===== src/ifd_pkg.sv =====
/*
  Shared constants, enumerations and carriers for the instruction field
  decoder core and its register slave.
  Assumes a single 50 MHz clock domain and an AHB-Lite master with 32-bit data.
*/
package ifd_pkg;

  // bus byte offsets
  localparam logic [7:0] ADDR_INSTR = 8'h00;
  localparam logic [7:0] ADDR_WREG  = 8'h04;
  localparam logic [7:0] ADDR_STAT  = 8'h08;
  localparam logic [7:0] ADDR_PC    = 8'h0C;
  localparam logic [7:0] ADDR_FADDR = 8'h10;
  localparam logic [7:0] ADDR_FDATA = 8'h14;
  localparam logic [7:0] ADDR_CYC   = 8'h18;

  // data-register addresses with special handling
  localparam logic [6:0] FILE_PC_LOW = 7'h02;
  localparam logic [6:0] FILE_STATUS = 7'h03;
  localparam logic [6:0] FILE_LATCH  = 7'h0A;

  // status bit positions
  localparam int ST_C  = 0;
  localparam int ST_NC = 1;
  localparam int ST_Z  = 2;

  // oscillator periods per instruction cycle
  localparam int         Q_PER_CYCLE = 4;
  localparam logic [1:0] Q_LAST      = 2'(Q_PER_CYCLE - 1);

  // reset values
  localparam logic [7:0]  W_RST      = 8'h00;
  localparam logic [7:0]  STATUS_RST = 8'h00;
  localparam logic [12:0] PC_RST     = 13'h0000;
  localparam logic [4:0]  LATCH_RST  = 5'h00;
  localparam logic [13:0] INSTR_RST  = 14'h0000;

  localparam logic [1:0] HTRANS_NONSEQ = 2'h2;
  localparam logic       HRESP_OKAY    = 1'b0;

  typedef enum logic [1:0] {IFD_BYTE, IFD_BIT, IFD_LITCTL} ifd_class_t;

  typedef enum logic [1:0] {PH_IDLE, PH_EXEC, PH_NOP} ifd_phase_t;

  typedef struct packed {
    ifd_class_t  cls;
    logic [7:0]  result;
    logic        wr_file;
    logic        wr_w;
    logic [6:0]  faddr;
    logic [2:0]  fmask;
    logic [2:0]  fval;
    logic        skip;
    logic        jump;
    logic        ret;
    logic [10:0] k11;
  } ifd_dec_t;

  typedef struct packed {
    ifd_phase_t  phase;
    logic [1:0]  q;
    logic [13:0] instr;
    logic [7:0]  w;
    logic [7:0]  status;
    logic [12:0] pc;
    logic [4:0]  latch;
    logic [6:0]  faddr;
    logic [31:0] cycles;
    logic        dp_valid;
    logic        dp_write;
    logic [7:0]  dp_addr;
    logic [31:0] hrdata;
    logic        hreadyout;
    logic        hresp;
  } ifd_state_t;

endpackage


===== src/ifd_field_decode.sv =====
/*
  Combinational operand-field decoder and ALU for 14-bit instruction words.
  Assumes operands (accumulator, addressed register, carry) are presented
  by the core and the result is committed there.
*/
`timescale 1ns/1ps
module ifd_field_decode (
  input  wire logic [13:0]     instr,
  input  wire logic [7:0]      wreg,
  input  wire logic [7:0]      fdata,
  input  wire logic            carry_in,
  output ifd_pkg::ifd_dec_t    dec
);

  // returns {nibble carry, carry, sum}
  function automatic logic [9:0] add8(input logic [7:0] a, input logic [7:0] b, input logic cin);
    logic [4:0] lo;
    logic [8:0] full;
    lo   = {1'b0, a[3:0]} + {1'b0, b[3:0]} + {4'h0, cin};
    full = {1'b0, a} + {1'b0, b} + {8'h00, cin};
    add8 = {lo[4], full[8], full[7:0]};
  endfunction

  logic [9:0] sum;
  logic [7:0] bmask;
  logic       c;
  logic       nc;

  always_comb
  begin
    dec   = '0;
    sum   = '0;
    c     = carry_in;
    nc    = 1'b0;
    bmask = 8'h01 << instr[9:7];
    dec.faddr = instr[6:0];
    dec.k11   = instr[10:0];
    case (instr[13:12])
      2'b00:
      begin
        dec.cls     = ifd_pkg::IFD_BYTE;
        dec.wr_file = instr[7];
        dec.wr_w    = !instr[7];
        dec.fmask   = 3'h4;
        case (instr[11:8])
          4'h0:
          begin
            dec.result = wreg;
            dec.fmask  = 3'h0;
            dec.wr_w   = 1'b0;
            dec.ret    = !instr[7] && instr[6:1] == 6'h04;
          end
          4'h1: dec.result = 8'h00;
          4'h2:
          begin
            sum        = add8(fdata, ~wreg, 1'b1);
            dec.result = sum[7:0];
            c          = sum[8];
            nc         = sum[9];
            dec.fmask  = 3'h7;
          end
          4'h3: dec.result = fdata - 8'h01;
          4'h4: dec.result = fdata | wreg;
          4'h5: dec.result = fdata & wreg;
          4'h6: dec.result = fdata ^ wreg;
          4'h7:
          begin
            sum        = add8(fdata, wreg, 1'b0);
            dec.result = sum[7:0];
            c          = sum[8];
            nc         = sum[9];
            dec.fmask  = 3'h7;
          end
          4'h8: dec.result = fdata;
          4'h9: dec.result = ~fdata;
          4'hA: dec.result = fdata + 8'h01;
          4'hB:
          begin
            dec.result = fdata - 8'h01;
            dec.fmask  = 3'h0;
            dec.skip   = dec.result == 8'h00;
          end
          4'hC:
          begin
            dec.result = {carry_in, fdata[7:1]};
            c          = fdata[0];
            dec.fmask  = 3'h1;
          end
          4'hD:
          begin
            dec.result = {fdata[6:0], carry_in};
            c          = fdata[7];
            dec.fmask  = 3'h1;
          end
          4'hE:
          begin
            dec.result = {fdata[3:0], fdata[7:4]};
            dec.fmask  = 3'h0;
          end
          default:
          begin
            dec.result = fdata + 8'h01;
            dec.fmask  = 3'h0;
            dec.skip   = dec.result == 8'h00;
          end
        endcase
      end
      2'b01:
      begin
        dec.cls = ifd_pkg::IFD_BIT;
        case (instr[11:10])
          2'b00: dec.result = fdata & ~bmask;
          2'b01: dec.result = fdata | bmask;
          2'b10: dec.skip = (fdata & bmask) == 8'h00;
          default: dec.skip = (fdata & bmask) != 8'h00;
        endcase
        dec.wr_file = !instr[11];
      end
      2'b10:
      begin
        dec.cls  = ifd_pkg::IFD_LITCTL;
        dec.jump = 1'b1;
      end
      default:
      begin
        dec.cls  = ifd_pkg::IFD_LITCTL;
        dec.wr_w = 1'b1;
        dec.fmask = 3'h4;
        casez (instr[11:8])
          4'b00??:
          begin
            dec.result = instr[7:0];
            dec.fmask  = 3'h0;
          end
          4'b01??:
          begin
            dec.result = instr[7:0];
            dec.fmask  = 3'h0;
            dec.ret    = 1'b1;
          end
          4'b1000: dec.result = wreg | instr[7:0];
          4'b1001: dec.result = wreg & instr[7:0];
          4'b1010: dec.result = wreg ^ instr[7:0];
          4'b110?, 4'b111?:
          begin
            sum        = instr[9] ? add8(instr[7:0], wreg, 1'b0) : add8(instr[7:0], ~wreg, 1'b1);
            dec.result = sum[7:0];
            c          = sum[8];
            nc         = sum[9];
            dec.fmask  = 3'h7;
          end
          default:
          begin
            dec.wr_w  = 1'b0;
            dec.fmask = 3'h0;
          end
        endcase
      end
    endcase
    dec.fval[ifd_pkg::ST_Z]  = dec.result == 8'h00;
    dec.fval[ifd_pkg::ST_NC] = nc;
    dec.fval[ifd_pkg::ST_C]  = c;
  end

endmodule


===== src/ifd_core_top.sv =====
/*
  Instruction field decoder core with an AHB-Lite register slave: software
  loads a 14-bit instruction, the core runs it over four clocks per cycle
  against a 128-byte data file with accumulator, status, counter and latch.
  Assumes the slave is the only one on the bus, so hready equals hreadyout.
*/
// Our own choices: register access over AHB-Lite and the register offsets.
// Behaviour
// - file-address field selects one of 128 data registers, 0x00 to 0x7F
// - bit-select field names one bit of the addressed 8-bit register
// - destination bit 0 writes accumulator, 1 writes addressed register
// - don't-care opcode bits do not change decoding
// - one cycle per instruction; taken skip or counter change adds a no-op cycle
// - each instruction cycle lasts exactly four clock periods
// - every data register, special ones too, is source and destination
// - arithmetic flags override written zero, carry and nibble-carry bits of status
// - clearing status zeroes it, then sets zero flag
// - reading counter low byte yields current value without changing counter
// - writing counter low byte also loads high byte from holding latch
// - read-modify-write on low byte uses old value, then loads both bytes
// - instructions sort into byte, bit and literal-control classes
// - each instruction is one 14-bit word of opcode and operand fields
// - bit set and clear rewrite the whole register, one bit changed
`timescale 1ns/1ps
module ifd_core_top (
  input  wire logic        hclk,
  input  wire logic        hresetn,
  input  wire logic        ce,
  input  wire logic        hsel,
  input  wire logic [31:0] haddr,
  input  wire logic [1:0]  htrans,
  input  wire logic        hwrite,
  input  wire logic [2:0]  hsize,
  input  wire logic        hready,
  input  wire logic [31:0] hwdata,
  output logic      [31:0] hrdata,
  output logic             hreadyout,
  output logic             hresp
);

  localparam int FILE_DEPTH = 128;

  ifd_pkg::ifd_state_t s_reg;
  ifd_pkg::ifd_state_t s_next;
  ifd_pkg::ifd_dec_t   dec;

  logic [7:0] file_mem [0:FILE_DEPTH-1];
  logic       mem_we;
  logic [6:0] mem_waddr;
  logic [7:0] mem_wdata;
  logic [7:0] core_fdata;
  logic [7:0] bus_fdata;
  logic       commit;
  logic       accept;
  logic       busy_next;
  logic       bus_wr;
  logic       fw_en;
  logic [6:0] fw_addr;
  logic [7:0] fw_data;
  logic       low_wr;
  logic       size_unused;

  assign hrdata      = s_reg.hrdata;
  assign hreadyout   = s_reg.hreadyout;
  assign hresp       = s_reg.hresp;
  assign size_unused = ^hsize;

  // special registers answer in place of the array
  function automatic logic [7:0] file_read(input logic [6:0] a, input ifd_pkg::ifd_state_t s,
                                           input logic [7:0] mem_val);
    case (a)
      ifd_pkg::FILE_PC_LOW: file_read = s.pc[7:0];
      ifd_pkg::FILE_STATUS: file_read = s.status;
      ifd_pkg::FILE_LATCH:  file_read = {3'h0, s.latch};
      default:              file_read = mem_val;
    endcase
  endfunction

  assign core_fdata = file_read(dec.faddr, s_reg, file_mem[dec.faddr]);
  assign bus_fdata  = file_read(s_reg.faddr, s_reg, file_mem[s_reg.faddr]);

  ifd_field_decode ifd_field_decode_inst (
    .instr    (s_reg.instr),
    .wreg     (s_reg.w),
    .fdata    (core_fdata),
    .carry_in (s_reg.status[ifd_pkg::ST_C]),
    .dec      (dec)
  );

  always_comb
  begin
    s_next    = s_reg;
    mem_we    = 1'b0;
    mem_waddr = '0;
    mem_wdata = '0;
    fw_en     = 1'b0;
    fw_addr   = dec.faddr;
    fw_data   = dec.result;
    commit    = s_reg.phase == ifd_pkg::PH_EXEC && s_reg.q == ifd_pkg::Q_LAST;
    bus_wr    = s_reg.dp_valid && s_reg.dp_write && s_reg.hreadyout;
    accept    = hsel && htrans[1] && hready;

    // quarter sequencer: four clocks per instruction cycle
    if (s_reg.phase != ifd_pkg::PH_IDLE)
    begin
      s_next.q = s_reg.q + 2'h1;
      if (s_reg.q == ifd_pkg::Q_LAST)
      begin
        s_next.cycles = s_reg.cycles + 32'h1;
        if (s_reg.phase == ifd_pkg::PH_NOP)
          s_next.phase = ifd_pkg::PH_IDLE;
      end
    end

    // bus writes only complete while the core is idle
    if (bus_wr)
    begin
      case (s_reg.dp_addr)
        ifd_pkg::ADDR_INSTR:
        begin
          s_next.instr = hwdata[13:0];
          s_next.phase = ifd_pkg::PH_EXEC;
          s_next.q     = 2'h0;
        end
        ifd_pkg::ADDR_WREG:  s_next.w = hwdata[7:0];
        ifd_pkg::ADDR_PC:    s_next.pc = hwdata[12:0];
        ifd_pkg::ADDR_FADDR: s_next.faddr = hwdata[6:0];
        ifd_pkg::ADDR_FDATA:
        begin
          fw_en   = 1'b1;
          fw_addr = s_reg.faddr;
          fw_data = hwdata[7:0];
        end
        default: ;
      endcase
    end
    if (commit)
      fw_en = dec.wr_file;

    // data-register write with special destinations
    low_wr = fw_en && fw_addr == ifd_pkg::FILE_PC_LOW;
    if (fw_en)
    begin
      case (fw_addr)
        ifd_pkg::FILE_PC_LOW: s_next.pc = {s_reg.latch, fw_data};
        ifd_pkg::FILE_STATUS: s_next.status = fw_data;
        ifd_pkg::FILE_LATCH:  s_next.latch = fw_data[4:0];
        default:
        begin
          mem_we    = 1'b1;
          mem_waddr = fw_addr;
          mem_wdata = fw_data;
        end
      endcase
    end

    if (commit)
    begin
      // flags land after the stored value
      s_next.status[2:0] = (s_next.status[2:0] & ~dec.fmask) | (dec.fval & dec.fmask);
      if (dec.wr_w)
        s_next.w = dec.result;
      if (dec.jump)
        s_next.pc = {s_reg.latch[4:3], dec.k11};
      else if (!low_wr)
        s_next.pc = s_reg.pc + 13'h0001;
      if (dec.skip || dec.jump || dec.ret || low_wr)
        s_next.phase = ifd_pkg::PH_NOP;
      else
        s_next.phase = ifd_pkg::PH_IDLE;
    end

    // AHB-Lite slave; writes stall while an instruction runs
    busy_next    = s_next.phase != ifd_pkg::PH_IDLE;
    s_next.hresp = ifd_pkg::HRESP_OKAY;
    if (s_reg.dp_valid && !s_reg.hreadyout)
      s_next.hreadyout = !busy_next;
    else
    begin
      s_next.dp_valid  = accept;
      s_next.dp_write  = hwrite;
      s_next.dp_addr   = haddr[7:0];
      s_next.hreadyout = !(accept && hwrite && busy_next);
      if (accept && !hwrite)
      begin
        case (haddr[7:0])
          ifd_pkg::ADDR_INSTR: s_next.hrdata = {18'h0, s_reg.instr};
          ifd_pkg::ADDR_WREG:  s_next.hrdata = {24'h0, s_reg.w};
          ifd_pkg::ADDR_STAT:  s_next.hrdata = {19'h0, dec.cls, s_reg.q,
                                                s_reg.phase != ifd_pkg::PH_IDLE, s_reg.status};
          ifd_pkg::ADDR_PC:    s_next.hrdata = {19'h0, s_reg.pc};
          ifd_pkg::ADDR_FADDR: s_next.hrdata = {25'h0, s_reg.faddr};
          ifd_pkg::ADDR_FDATA: s_next.hrdata = {24'h0, bus_fdata};
          ifd_pkg::ADDR_CYC:   s_next.hrdata = s_reg.cycles;
          default:             s_next.hrdata = 32'h0000_0000;
        endcase
      end
    end
  end

  always_ff @(posedge hclk or negedge hresetn)
  begin
    if (!hresetn)
    begin
      s_reg           <= '0;
      s_reg.phase     <= ifd_pkg::PH_IDLE;
      s_reg.instr     <= ifd_pkg::INSTR_RST;
      s_reg.w         <= ifd_pkg::W_RST;
      s_reg.status    <= ifd_pkg::STATUS_RST;
      s_reg.pc        <= ifd_pkg::PC_RST;
      s_reg.latch     <= ifd_pkg::LATCH_RST;
      s_reg.hreadyout <= 1'b1;
      s_reg.hresp     <= ifd_pkg::HRESP_OKAY;
    end
    else if (ce)
      s_reg <= s_next;
  end

  always_ff @(posedge hclk)
  begin
    if (ce && mem_we)
      file_mem[mem_waddr] <= mem_wdata;
  end

  chk_cycle_four_q: assert property (@(posedge hclk) disable iff (!hresetn || !ce)
    (s_reg.phase == ifd_pkg::PH_IDLE && s_next.phase == ifd_pkg::PH_EXEC)
    |=> (s_reg.phase == ifd_pkg::PH_EXEC)[*4] ##1 s_reg.phase != ifd_pkg::PH_EXEC)
    else $error("instruction cycle is not four clocks");

  chk_nop_second_cycle: assert property (@(posedge hclk) disable iff (!hresetn || !ce)
    (commit && (dec.skip || dec.jump))
    |=> (s_reg.phase == ifd_pkg::PH_NOP)[*4] ##1 s_reg.phase == ifd_pkg::PH_IDLE)
    else $error("taken branch did not add one no-op cycle");

  chk_dest_accum: assert property (@(posedge hclk) disable iff (!hresetn || !ce)
    (commit && dec.cls == ifd_pkg::IFD_BYTE && !s_reg.instr[7] && s_reg.instr[11:8] != 4'h0)
    |=> s_reg.w == $past(dec.result) && $stable(s_reg.status[7:3]))
    else $error("d=0 result missing from accumulator");

  chk_status_flags: assert property (@(posedge hclk) disable iff (!hresetn || !ce)
    (commit && dec.wr_file && dec.faddr == ifd_pkg::FILE_STATUS)
    |=> ((s_reg.status[2:0] ^ $past(dec.fval)) & $past(dec.fmask)) == 3'h0)
    else $error("flags did not override status write");

  chk_clear_status: assert property (@(posedge hclk) disable iff (!hresetn || !ce)
    (commit && s_reg.instr[13:7] == 7'h03 && dec.faddr == ifd_pkg::FILE_STATUS)
    |=> s_reg.status == 8'h04)
    else $error("cleared status does not read 0x04");

  chk_lowbyte_write_latch: assert property (@(posedge hclk) disable iff (!hresetn || !ce)
    (commit && dec.wr_file && dec.faddr == ifd_pkg::FILE_PC_LOW)
    |=> s_reg.pc == {$past(s_reg.latch), $past(dec.result)} && s_reg.phase == ifd_pkg::PH_NOP)
    else $error("low byte write did not load high byte from latch");

  chk_lowbyte_read_value: assert property (@(posedge hclk) disable iff (!hresetn || !ce)
    (commit && dec.faddr == ifd_pkg::FILE_PC_LOW && !dec.wr_file && !dec.jump)
    |-> core_fdata == s_reg.pc[7:0] ##1 s_reg.pc == $past(s_reg.pc) + 13'h0001)
    else $error("low byte read disturbed the counter");

  chk_lowbyte_rmw_incr: assert property (@(posedge hclk) disable iff (!hresetn || !ce)
    (commit && s_reg.instr[13:7] == 7'h15 && dec.faddr == ifd_pkg::FILE_PC_LOW)
    |=> s_reg.pc[7:0] == $past(s_reg.pc[7:0]) + 8'h01 && s_reg.pc[12:8] == $past(s_reg.latch))
    else $error("increment of low byte used wrong operand");

  chk_bit_only_one: assert property (@(posedge hclk) disable iff (!hresetn || !ce)
    (commit && dec.cls == ifd_pkg::IFD_BIT && !s_reg.instr[11])
    |-> ((dec.result ^ core_fdata) & ~(8'h01 << s_reg.instr[9:7])) == 8'h00
        && dec.result[s_reg.instr[9:7]] == s_reg.instr[10])
    else $error("bit operation touched other bits");

  chk_quarter_step: assert property (@(posedge hclk) disable iff (!hresetn || !ce)
    s_reg.phase != ifd_pkg::PH_IDLE |=> s_reg.q == $past(s_reg.q) + 2'h1)
    else $error("quarter count did not advance by one");

  chk_class_fields: assert property (@(posedge hclk) disable iff (!hresetn || !ce)
    dec.faddr == s_reg.instr[6:0]
    && dec.cls == (s_reg.instr[13] ? ifd_pkg::IFD_LITCTL : s_reg.instr[12] ? ifd_pkg::IFD_BIT : ifd_pkg::IFD_BYTE))
    else $error("class or file address field decoded wrongly");

  chk_nop_no_effect: assert property (@(posedge hclk) disable iff (!hresetn || !ce)
    s_reg.phase == ifd_pkg::PH_NOP
    |=> $stable(s_reg.w) && $stable(s_reg.status) && $stable(s_reg.pc) && $stable(s_reg.latch))
    else $error("no-op cycle changed core state");

  chk_dest_file: assert property (@(posedge hclk) disable iff (!hresetn || !ce)
    (commit && dec.cls == ifd_pkg::IFD_BYTE && s_reg.instr[7] && s_reg.instr[11:8] != 4'h0
     && dec.faddr > ifd_pkg::FILE_LATCH)
    |=> file_mem[$past(dec.faddr)] == $past(dec.result) && $stable(s_reg.w))
    else $error("d=1 result missing from data register");

  chk_pc_advance: assert property (@(posedge hclk) disable iff (!hresetn || !ce)
    (commit && !dec.jump && !low_wr) |=> s_reg.pc == $past(s_reg.pc) + 13'h0001)
    else $error("counter did not step past a plain instruction");

  chk_literal_sub: assert property (@(posedge hclk) disable iff (!hresetn || !ce)
    (commit && s_reg.instr[13:9] == 5'h1E)
    |=> s_reg.w == $past(s_reg.instr[7:0]) - $past(s_reg.w))
    else $error("subtract-from-literal result wrong");

  chk_stall_bounded: assert property (@(posedge hclk) disable iff (!hresetn || !ce)
    (s_reg.dp_valid && !s_reg.hreadyout) |-> ##[1:9] s_reg.hreadyout)
    else $error("write stall exceeded two instruction cycles");

endmodule


===== config.mk =====
export PLATFORM = sky130hd
export DESIGN_NAME = ifd_core_top
export DESIGN_NICKNAME = d
export VERILOG_FILES = /design/src/ifd_pkg.sv /design/src/ifd_field_decode.sv /design/src/ifd_core_top.sv
export SDC_FILE = /design/constraint.sdc
export NUM_CORES = 2
export LEC_CHECK = 0
export BUFFER_PORTS_ARGS = -buffer_cell sky130_fd_sc_hd__buf_4
export CAP_MARGIN = 20
export CORE_ASPECT_RATIO = 0.8
export CORE_UTILIZATION = 40
export DETAILED_ROUTE_END_ITERATION = 12
export SLEW_MARGIN = 20
export SYNTH_ARGS = -nofsm -noshare
export SYNTH_HDL_FRONTEND = slang
export SYNTH_SLANG_ARGS = --single-unit

===== constraint.sdc =====
create_clock -name hclk -period 20.8 [get_ports hclk]
set_input_delay 1.04 -clock hclk [delete_from_list [all_inputs] [get_ports hclk]]
set_output_delay 1.04 -clock hclk [all_outputs]
set_load 0.05 [all_outputs]

Word-level counts from Yosys, hierarchy flattened

Memories as Yosys holds them, arrays and structs flattened.
Index checks and enable logic that the tools add are counted.

Bits in read-only memories: 0
Register bits: 134
Memories: 1
Bits in latches: 0
Word-level logic and storage cells: 209
Bits in writable memories: 1,024

Bitwise logic cells: 17
Equal/unequal tests: 43
$mul: 0
$lt $le $gt $ge: 0
$add $sub $neg: 17
Muxes and demuxes: 64
Shift operators: 1
Reductions and logical operators: 51
Div/mod/pow operators: 0

Memory list:

| name     | words | width | read ports | clocked after Yosys merged registers in | write ports | line               | RTL |
|---|---|---|---|---|---|---|---|
| file_mem | 128   | 8     | 2          | 0                                       | 1           | ifd_core_top.sv:47 | `logic [7:0] file_mem [0:FILE_DEPTH-1];` |

Operators by type and width:

| cell                                                                  | number |
|---|---|
| 32-bit one-hot mux with 7 select lines                                | 1 |
| 8-bit one-hot mux with 13 select lines                                | 1 |
| 8-bit one-hot mux with 3 select lines                                 | 3 |
| 13-bit two-way mux                                                    | 5 |
| 8-bit two-way mux                                                     | 7 |
| 8-bit logical NOT                                                     | 6 |
| 7-bit by 2-bit equality test with 1-bit output, second input constant | 6 |
| 8-bit by 5-bit equality test with 1-bit output, second input constant | 5 |
| 8-bit one-hot mux with 5 select lines                                 | 1 |
| 8-bit by 8-bit adder with 9-bit output                                | 4 |
| 32-bit by 1-bit adder with 32-bit output, second input constant       | 1 |
| 8-bit bitwise AND                                                     | 4 |
| 4-bit equality test, second input constant                            | 7 |
| 7-bit two-way mux                                                     | 4 |
| 26-bit two-way mux                                                    | 1 |
| 8-bit by 4-bit equality test with 1-bit output, second input constant | 3 |
| 8-bit NOT                                                             | 3 |
| 8-bit bitwise OR                                                      | 3 |
| 7-bit by 4-bit equality test with 1-bit output, second input constant | 3 |
| 21-bit two-way mux                                                    | 1 |
| 4-bit by 4-bit adder with 5-bit output                                | 4 |
| 9-bit by 1-bit adder with 9-bit output, second input constant         | 2 |
| 18-bit two-way mux                                                    | 1 |
| 1-bit one-hot mux with 2 select lines                                 | 9 |
| 45 further kinds                                                      | 108 |

Depth between registers and ports, before layout

Word-level depth: 15
Mapped depth: 28

Cells and area by module

Synthesis repeated with hierarchy kept, for this count alone.

Cell total of the unflattened synthesis: 3,797
Area total of the unflattened synthesis: 59,877.4 µm²

Modules (own cells, without submodules):

| module           | times used | cells each | sequential area each (µm²) | area an instance (µm²) |
|---|---|---|---|---|
| ifd_core_top     | 1          | 3,162      | 34,104.0                   | 55,545.8 |
| ifd_field_decode | 1          | 635        | 0.0                        | 4,331.7 |

Worst setup path after synthesis

OpenSTA, ideal clock, no wires.

Path kind: register -> register
Start point: register, netlist name s_reg[117]
End point: memory file_mem[0][7] (data pin)
Required time: 20.003 ns
Stages on the path, launching flop included: 27
Buffers on the path: 6
Slack: 12.330 ns
Data arrival time: 7.673 ns
Path through: dfrtp_1 -> buf_6 -> buf_12 -> buf_12 -> or3_1 -> clkbuf_1 -> o221ai_1 -> a21oi_1 -> a211o_1 -> o31ai_1 -> a221o_1 -> buf_6 -> clkbuf_1 -> inv_1 -> ha_1 -> inv_1 -> a21oi_1 -> o21bai_1 -> a21oi_1 -> o21bai_1 -> a21oi_1 -> xor2_1 -> a221oi_1 -> and3_1 -> a221oi_2 -> o22ai_1 -> nor2_1

Cells in the longest elaborated chain, start to end: 10

RTL lines:

| item                                            | line                   | RTL |
|---|---|---|
| memory read 128 x 8 bit (tied with other cells) | -                      |  |
| 8-bit one-hot mux with 3 select lines           | ifd_core_top.sv:71     | `case (a)` |
| 8-bit by 8-bit adder with 9-bit output          | ifd_field_decode.sv:20 | `full = {1'b0, a} + {1'b0, b} + {8'h00, cin};` |
| 9-bit by 1-bit adder with 9-bit output          | ifd_field_decode.sv:20 |  |
| 8-bit one-hot mux with 13 select lines          | ifd_field_decode.sv:45 | `case (instr[11:8])` |
| 8-bit one-hot mux with 3 select lines           | ifd_field_decode.sv:38 | `case (instr[13:12])` |
| 8-bit two-way mux                               | ifd_core_top.sv:118    | `case (s_reg.dp_addr)` |
| 8-bit two-way mux                               | ifd_core_top.sv:116    | `if (bus_wr)` |
| 8-bit two-way mux (*)                           | ifd_core_top.sv:144    | `case (fw_addr)` |
| 8-bit two-way mux (*)                           | ifd_core_top.sv:142    | `if (fw_en)` |
| named net mem_wdata[7]                          | ifd_core_top.sv:50     | `logic [7:0] mem_wdata;` |
| end: declaration                                | ifd_core_top.sv:47     |  |

The timed path passes the listed nets; every way through them passes the cells marked *.

Final worst setup path

Start point: register, netlist name s_reg[118]
End point: memory file_mem[90][6] (data pin)

Cells in the longest elaborated chain, start to end: 10

RTL lines:

| item                                            | line |
|---|---|
| memory read 128 x 8 bit (tied with other cells) | - |
| 8-bit one-hot mux with 3 select lines           | ifd_core_top.sv:71 |
| 8-bit by 8-bit adder with 9-bit output          | ifd_field_decode.sv:20 |
| 9-bit by 1-bit adder with 9-bit output          | ifd_field_decode.sv:20 |
| 8-bit one-hot mux with 13 select lines          | ifd_field_decode.sv:45 |
| 8-bit one-hot mux with 3 select lines           | ifd_field_decode.sv:38 |
| 8-bit two-way mux                               | ifd_core_top.sv:118 |
| 8-bit two-way mux                               | ifd_core_top.sv:116 |
| 8-bit two-way mux (*)                           | ifd_core_top.sv:144 |
| 8-bit two-way mux (*)                           | ifd_core_top.sv:142 |
| named net mem_wdata[6]                          | ifd_core_top.sv:50 |

Marked as above.

==> flow_metrics.py <==
metrics = {
    "global_route": {
        "grt_max_degree": 130,
        "grt_pass1_wl_um": 282000,
        "antenna_found_initial": 9,
        "grt_usage_pct": 26.4,
        "grt_pass1_vias": 36910,
        "overflow": 0,
    },
    "finish": {
        "fin_area_mm2": 0.0658,
        "drive_gt1_share_pct": 24.3,
        "nNetsFinal": 4005,
        "largest_reg_flops": 1024,
        "area_growth_pct": 10.2,
        "seq_area_mm2": 0.0341,
        "fin_util_pct": 44.5,
        "n_fill_cell": 13023,
        "multiInputGateArea_mm2": 0.0239,
    },
    "placement": {
        "place_ws_ps": 10860,
        "io_buffer_count": 61,
        "gp_congestion": 0.950,
        "place_area_mm2": 0.0621,
        "hpwl_um": 132000,
    },
    "yosys": {
        "synth-edff-count": 1024,
        "ys_async_sr_fraction_pct": 11.6,
        "avgSynthCellArea_um2": 15.5,
        "ys_types": 99,
        "synthTopCellsByArea": "edfxtp_1 52%, mux4_2 19%, dfrtp_1 5.6%",
        "synth-seq-cells": 1158,
        "synth_cells": 3853,
        "yosysSeqAreaShare_pct": 57.1,
        "synth.top_cell.area_share_pct": 51.5,
        "syn-cell-area_mm2": 0.0597,
        "yosysTopAreaCell": "edfxtp_1",
        "synth_ff_type": "edfxtp_1",
        "ys_warn_count": 0,
    },
    "critical_path": {
        "path_max_fanout": 72,
        "path_depth": 26,
        "startpoint_type": "flop",
        "r2r_slack_ps": 10760,
        "worstSetupPathType": "flop to flop",
        "crit_start": "s_reg[118]",
        "cp.arrival_ps": 10450,
        "cp.buffers_inverters": 6,
        "worst_path_max_delay_cell": "dfrtp_4",
        "crit_path_max_incr_delay_ps": 830,
        "cp_top_family": "buffers and inverters",
        "cp_common_cell": "buf_4",
        "r2r-end": "file_mem[90][6]",
        "cp.required_ps": 21210,
        "cp-endpoint": "file_mem[90][6]",
        "ff2ff_path_depth": 26,
        "r2r-start": "s_reg[118]",
        "crit_path_end_kind": "flop",
    },
    "clock_tree": {
        "clock_path_buffers": 3,
        "holdBufCountCts": 0,
        "cts.htree.levels": 3,
        "cts_buffers": 113,
        "cts-resized-gates": 0,
        "clkTransAtPathRegs_ps": 70,
        "cts_setup_buffers": 0,
        "clock_sinks": 1158,
        "cts_root_buffer": "clkbuf_16",
        "worstSkewPairLatency_ps": 760,
        "cts_tree": "built",
    },
    "route": {
        "route.detailed.drc": 0,
        "ant_nets": 0,
        "vias": 39174,
        "wl_per_cell_um": 33.8,
        "via_per_inst": 6.59,
        "totalWireLength_um": 201000,
        "drtPass1Iterations": 8,
        "drtIter0Drc": 6280,
    },
    "timing": {
        "rsz0062_at_grt": "false",
        "fin_setup_tns_ps": 0,
        "drv_slew": 0,
        "fmax_ghz": 0.0996,
        "worst_pin_slew_ps": 1320,
        "postLayoutSetupSlackWorst_ps": 10760,
        "clock-skew-final_ps": 45.9,
        "max_slew_margin_pct": 12.2,
        "layout_worst_path_cycle_share_pct": 48.3,
        "finalSetupViolCount": 0,
        "min_period_ps": 10050,
        "hold_viol_final": 0,
    },
    "floorplanning": {
        "fp.dieH_um": 347,
        "dieArea_mm2": 0.151,
        "die_w_um": 434,
        "core_mm2": 0.148,
        "ios": 109,
        "start_util_pct": 40.4,
        "rows": 126,
    },
    "run_status": {
        "status": "completed",
    },
    "power": {
        "ir_drop_uv": 77.1,
        "leakagePower_nw": 22.5,
        "power_density_mw_per_mm2": 75.7,
    },
    "min_path": {
        "min_path_type": "input port to async pin",
    },
    "flow_run": {
        "maxCapViolCount": 0,
    },
}
## worst register-to-register path, cell delays in order, from the launching register on
cell	delay [ps]
dfrtp_4	830
buf_4	780
buf_4	620
buf_4	720
mux4_2	440
mux2i_1	180
nand2_1	80
a21oi_1	420
a2111oi_4	220
nor2_1	630
inv_2	300
ha_1	330
fa_1	460
a21o_1	210
a21oi_1	270
o21ai_0	210
nor2_1	140
a21oi_1	60
a21oi_1	220
a211oi_1	90
a41oi_1	290
a41oi_1	120
o21ai_2	370
mux2i_1	220
nor2_4	110
buf_4	500
buf_4	760
## Yosys cell counts, types with 13 or more instances
cell type / count
o22ai_1: 63
a22oi_1: 57
nand2_1: 209
a211oi_1: 29
a22o_1: 31
mux2i_1: 237
buf_4: 58
mux2_2: 39
nor3_1: 45
xnor2_1: 42
xor2_1: 13
ha_1: 64
o21ai_0: 114
nor2_1: 280
nand4_1: 15
clkbuf_1: 162
buf_1: 40
and3_1: 18
nor2b_1: 17
buf_2: 26
buf_6: 17
o21bai_1: 14
o221ai_1: 38
inv_1: 43
nor4_1: 14
and2_1: 16
a21o_1: 13
a21oi_1: 143
edfxtp_1: 1024
mux4_2: 499
nand3_1: 65
a31oi_1: 20
dfrtp_1: 133
a221oi_1: 31
nand2b_1: 13
## cell type report
cell class / count / share of cell area [%]
sequential: 1158 / 51.9
multi-input combinational: 2350 / 36.3
clock buffer: 140 / 4.52
tap: 1984 / 3.77
timing repair buffer: 186 / 2.22
clock inverter: 71 / 0.986
inverter: 53 / 0.303
antenna: 2 / 0.00761
## cell families after synthesis
family	after synthesis	synth area share, %
DFF	1158	57.1
muxes	785	24.0
and+or+nand+nor	745	5.66
AOI/OAI and AO/OA	672	7.69
buffers and inverters	369	3.25
adders and majority gates	68	1.48
xor gates and xnor gates	55	0.807
other	1	0.00628
## worst min-delay path by stage
| stage | cells after the start | startpoint | endpoint | slack (ps) |
|---|---|---|---|---|
| 2_1_floorplan | 1 | s_reg[75] | s_reg[75] | 450 |
| 3_3_place_gp | 1 | s_reg[75] | s_reg[75] | 460 |
| 3_5_place_dp | 1 | s_reg[75] | s_reg[75] | 470 |
| 4_1_cts | 1 | hresetn | s_reg[97] | 270 |
| 5_1_grt | 1 | hresetn | s_reg[130] | 290 |
| 6_report | 1 | hresetn | s_reg[129] | 250 |
## layout by cell type, fill, tap and decap left out, types with 13 or more instances in the layout
cell	n
conb_1	25
o22ai_1	63
clkbuf_1	25
and2_1	16
nor3_1	43
inv_1	43
nand3_1	64
mux4_2	499
a21oi_1	143
mux2i_1	237
a22o_1	31
a31oi_1	20
o221ai_1	38
o21bai_1	14
clkinv_1	28
nand2b_1	13
buf_4	179
ha_1	64
clkinv_2	23
a221oi_1	31
a22oi_1	57
mux2_2	39
nor2b_1	15
a211oi_1	29
and3_1	18
dfrtp_1	122
xnor2_1	42
clkbuf_16	115
nand2_1	209
edfxtp_1	1024
o21ai_0	114
a21o_1	13
nor4_1	13
xor2_1	13
nor2_1	256
nor2_2	17
nand4_1	15
## power breakdown
group | internal [W] | total, W | switching, W | leakage, nW
registers | 0.00251 | 0.00253 | 0.0000276 | 11.1
logic | 0.000150 | 0.000373 | 0.000222 | 9.65
clock network | 0.00115 | 0.00207 | 0.000925 | 1.77
total | 0.00381 | 0.00498 | 0.00117 | 22.5
## stage by stage
stage,total power (W),hold WS (ps),instances
6_report,0.00498,255,5944
5_1_grt,0.00509,292,5942
4_1_cts,0.00498,268,5939
3_5_place_dp,0.00294,470,5728
3_3_place_gp,0.00294,464,5727
2_1_floorplan,0.00281,446,3877
## per-layer routing
metal | wire, um | global-route usage, % | up-vias
met3 | 27500 | 8.49 | 392
met2 | 82900 | 36.0 | 2592
met1 | 83300 | 39.7 | 20472
met5 | 82 | 0 | -
li1 | - | - | 15706
met4 | 6770 | 7.70 | 12
Note: power is estimated with default switching activity, not from simulation.
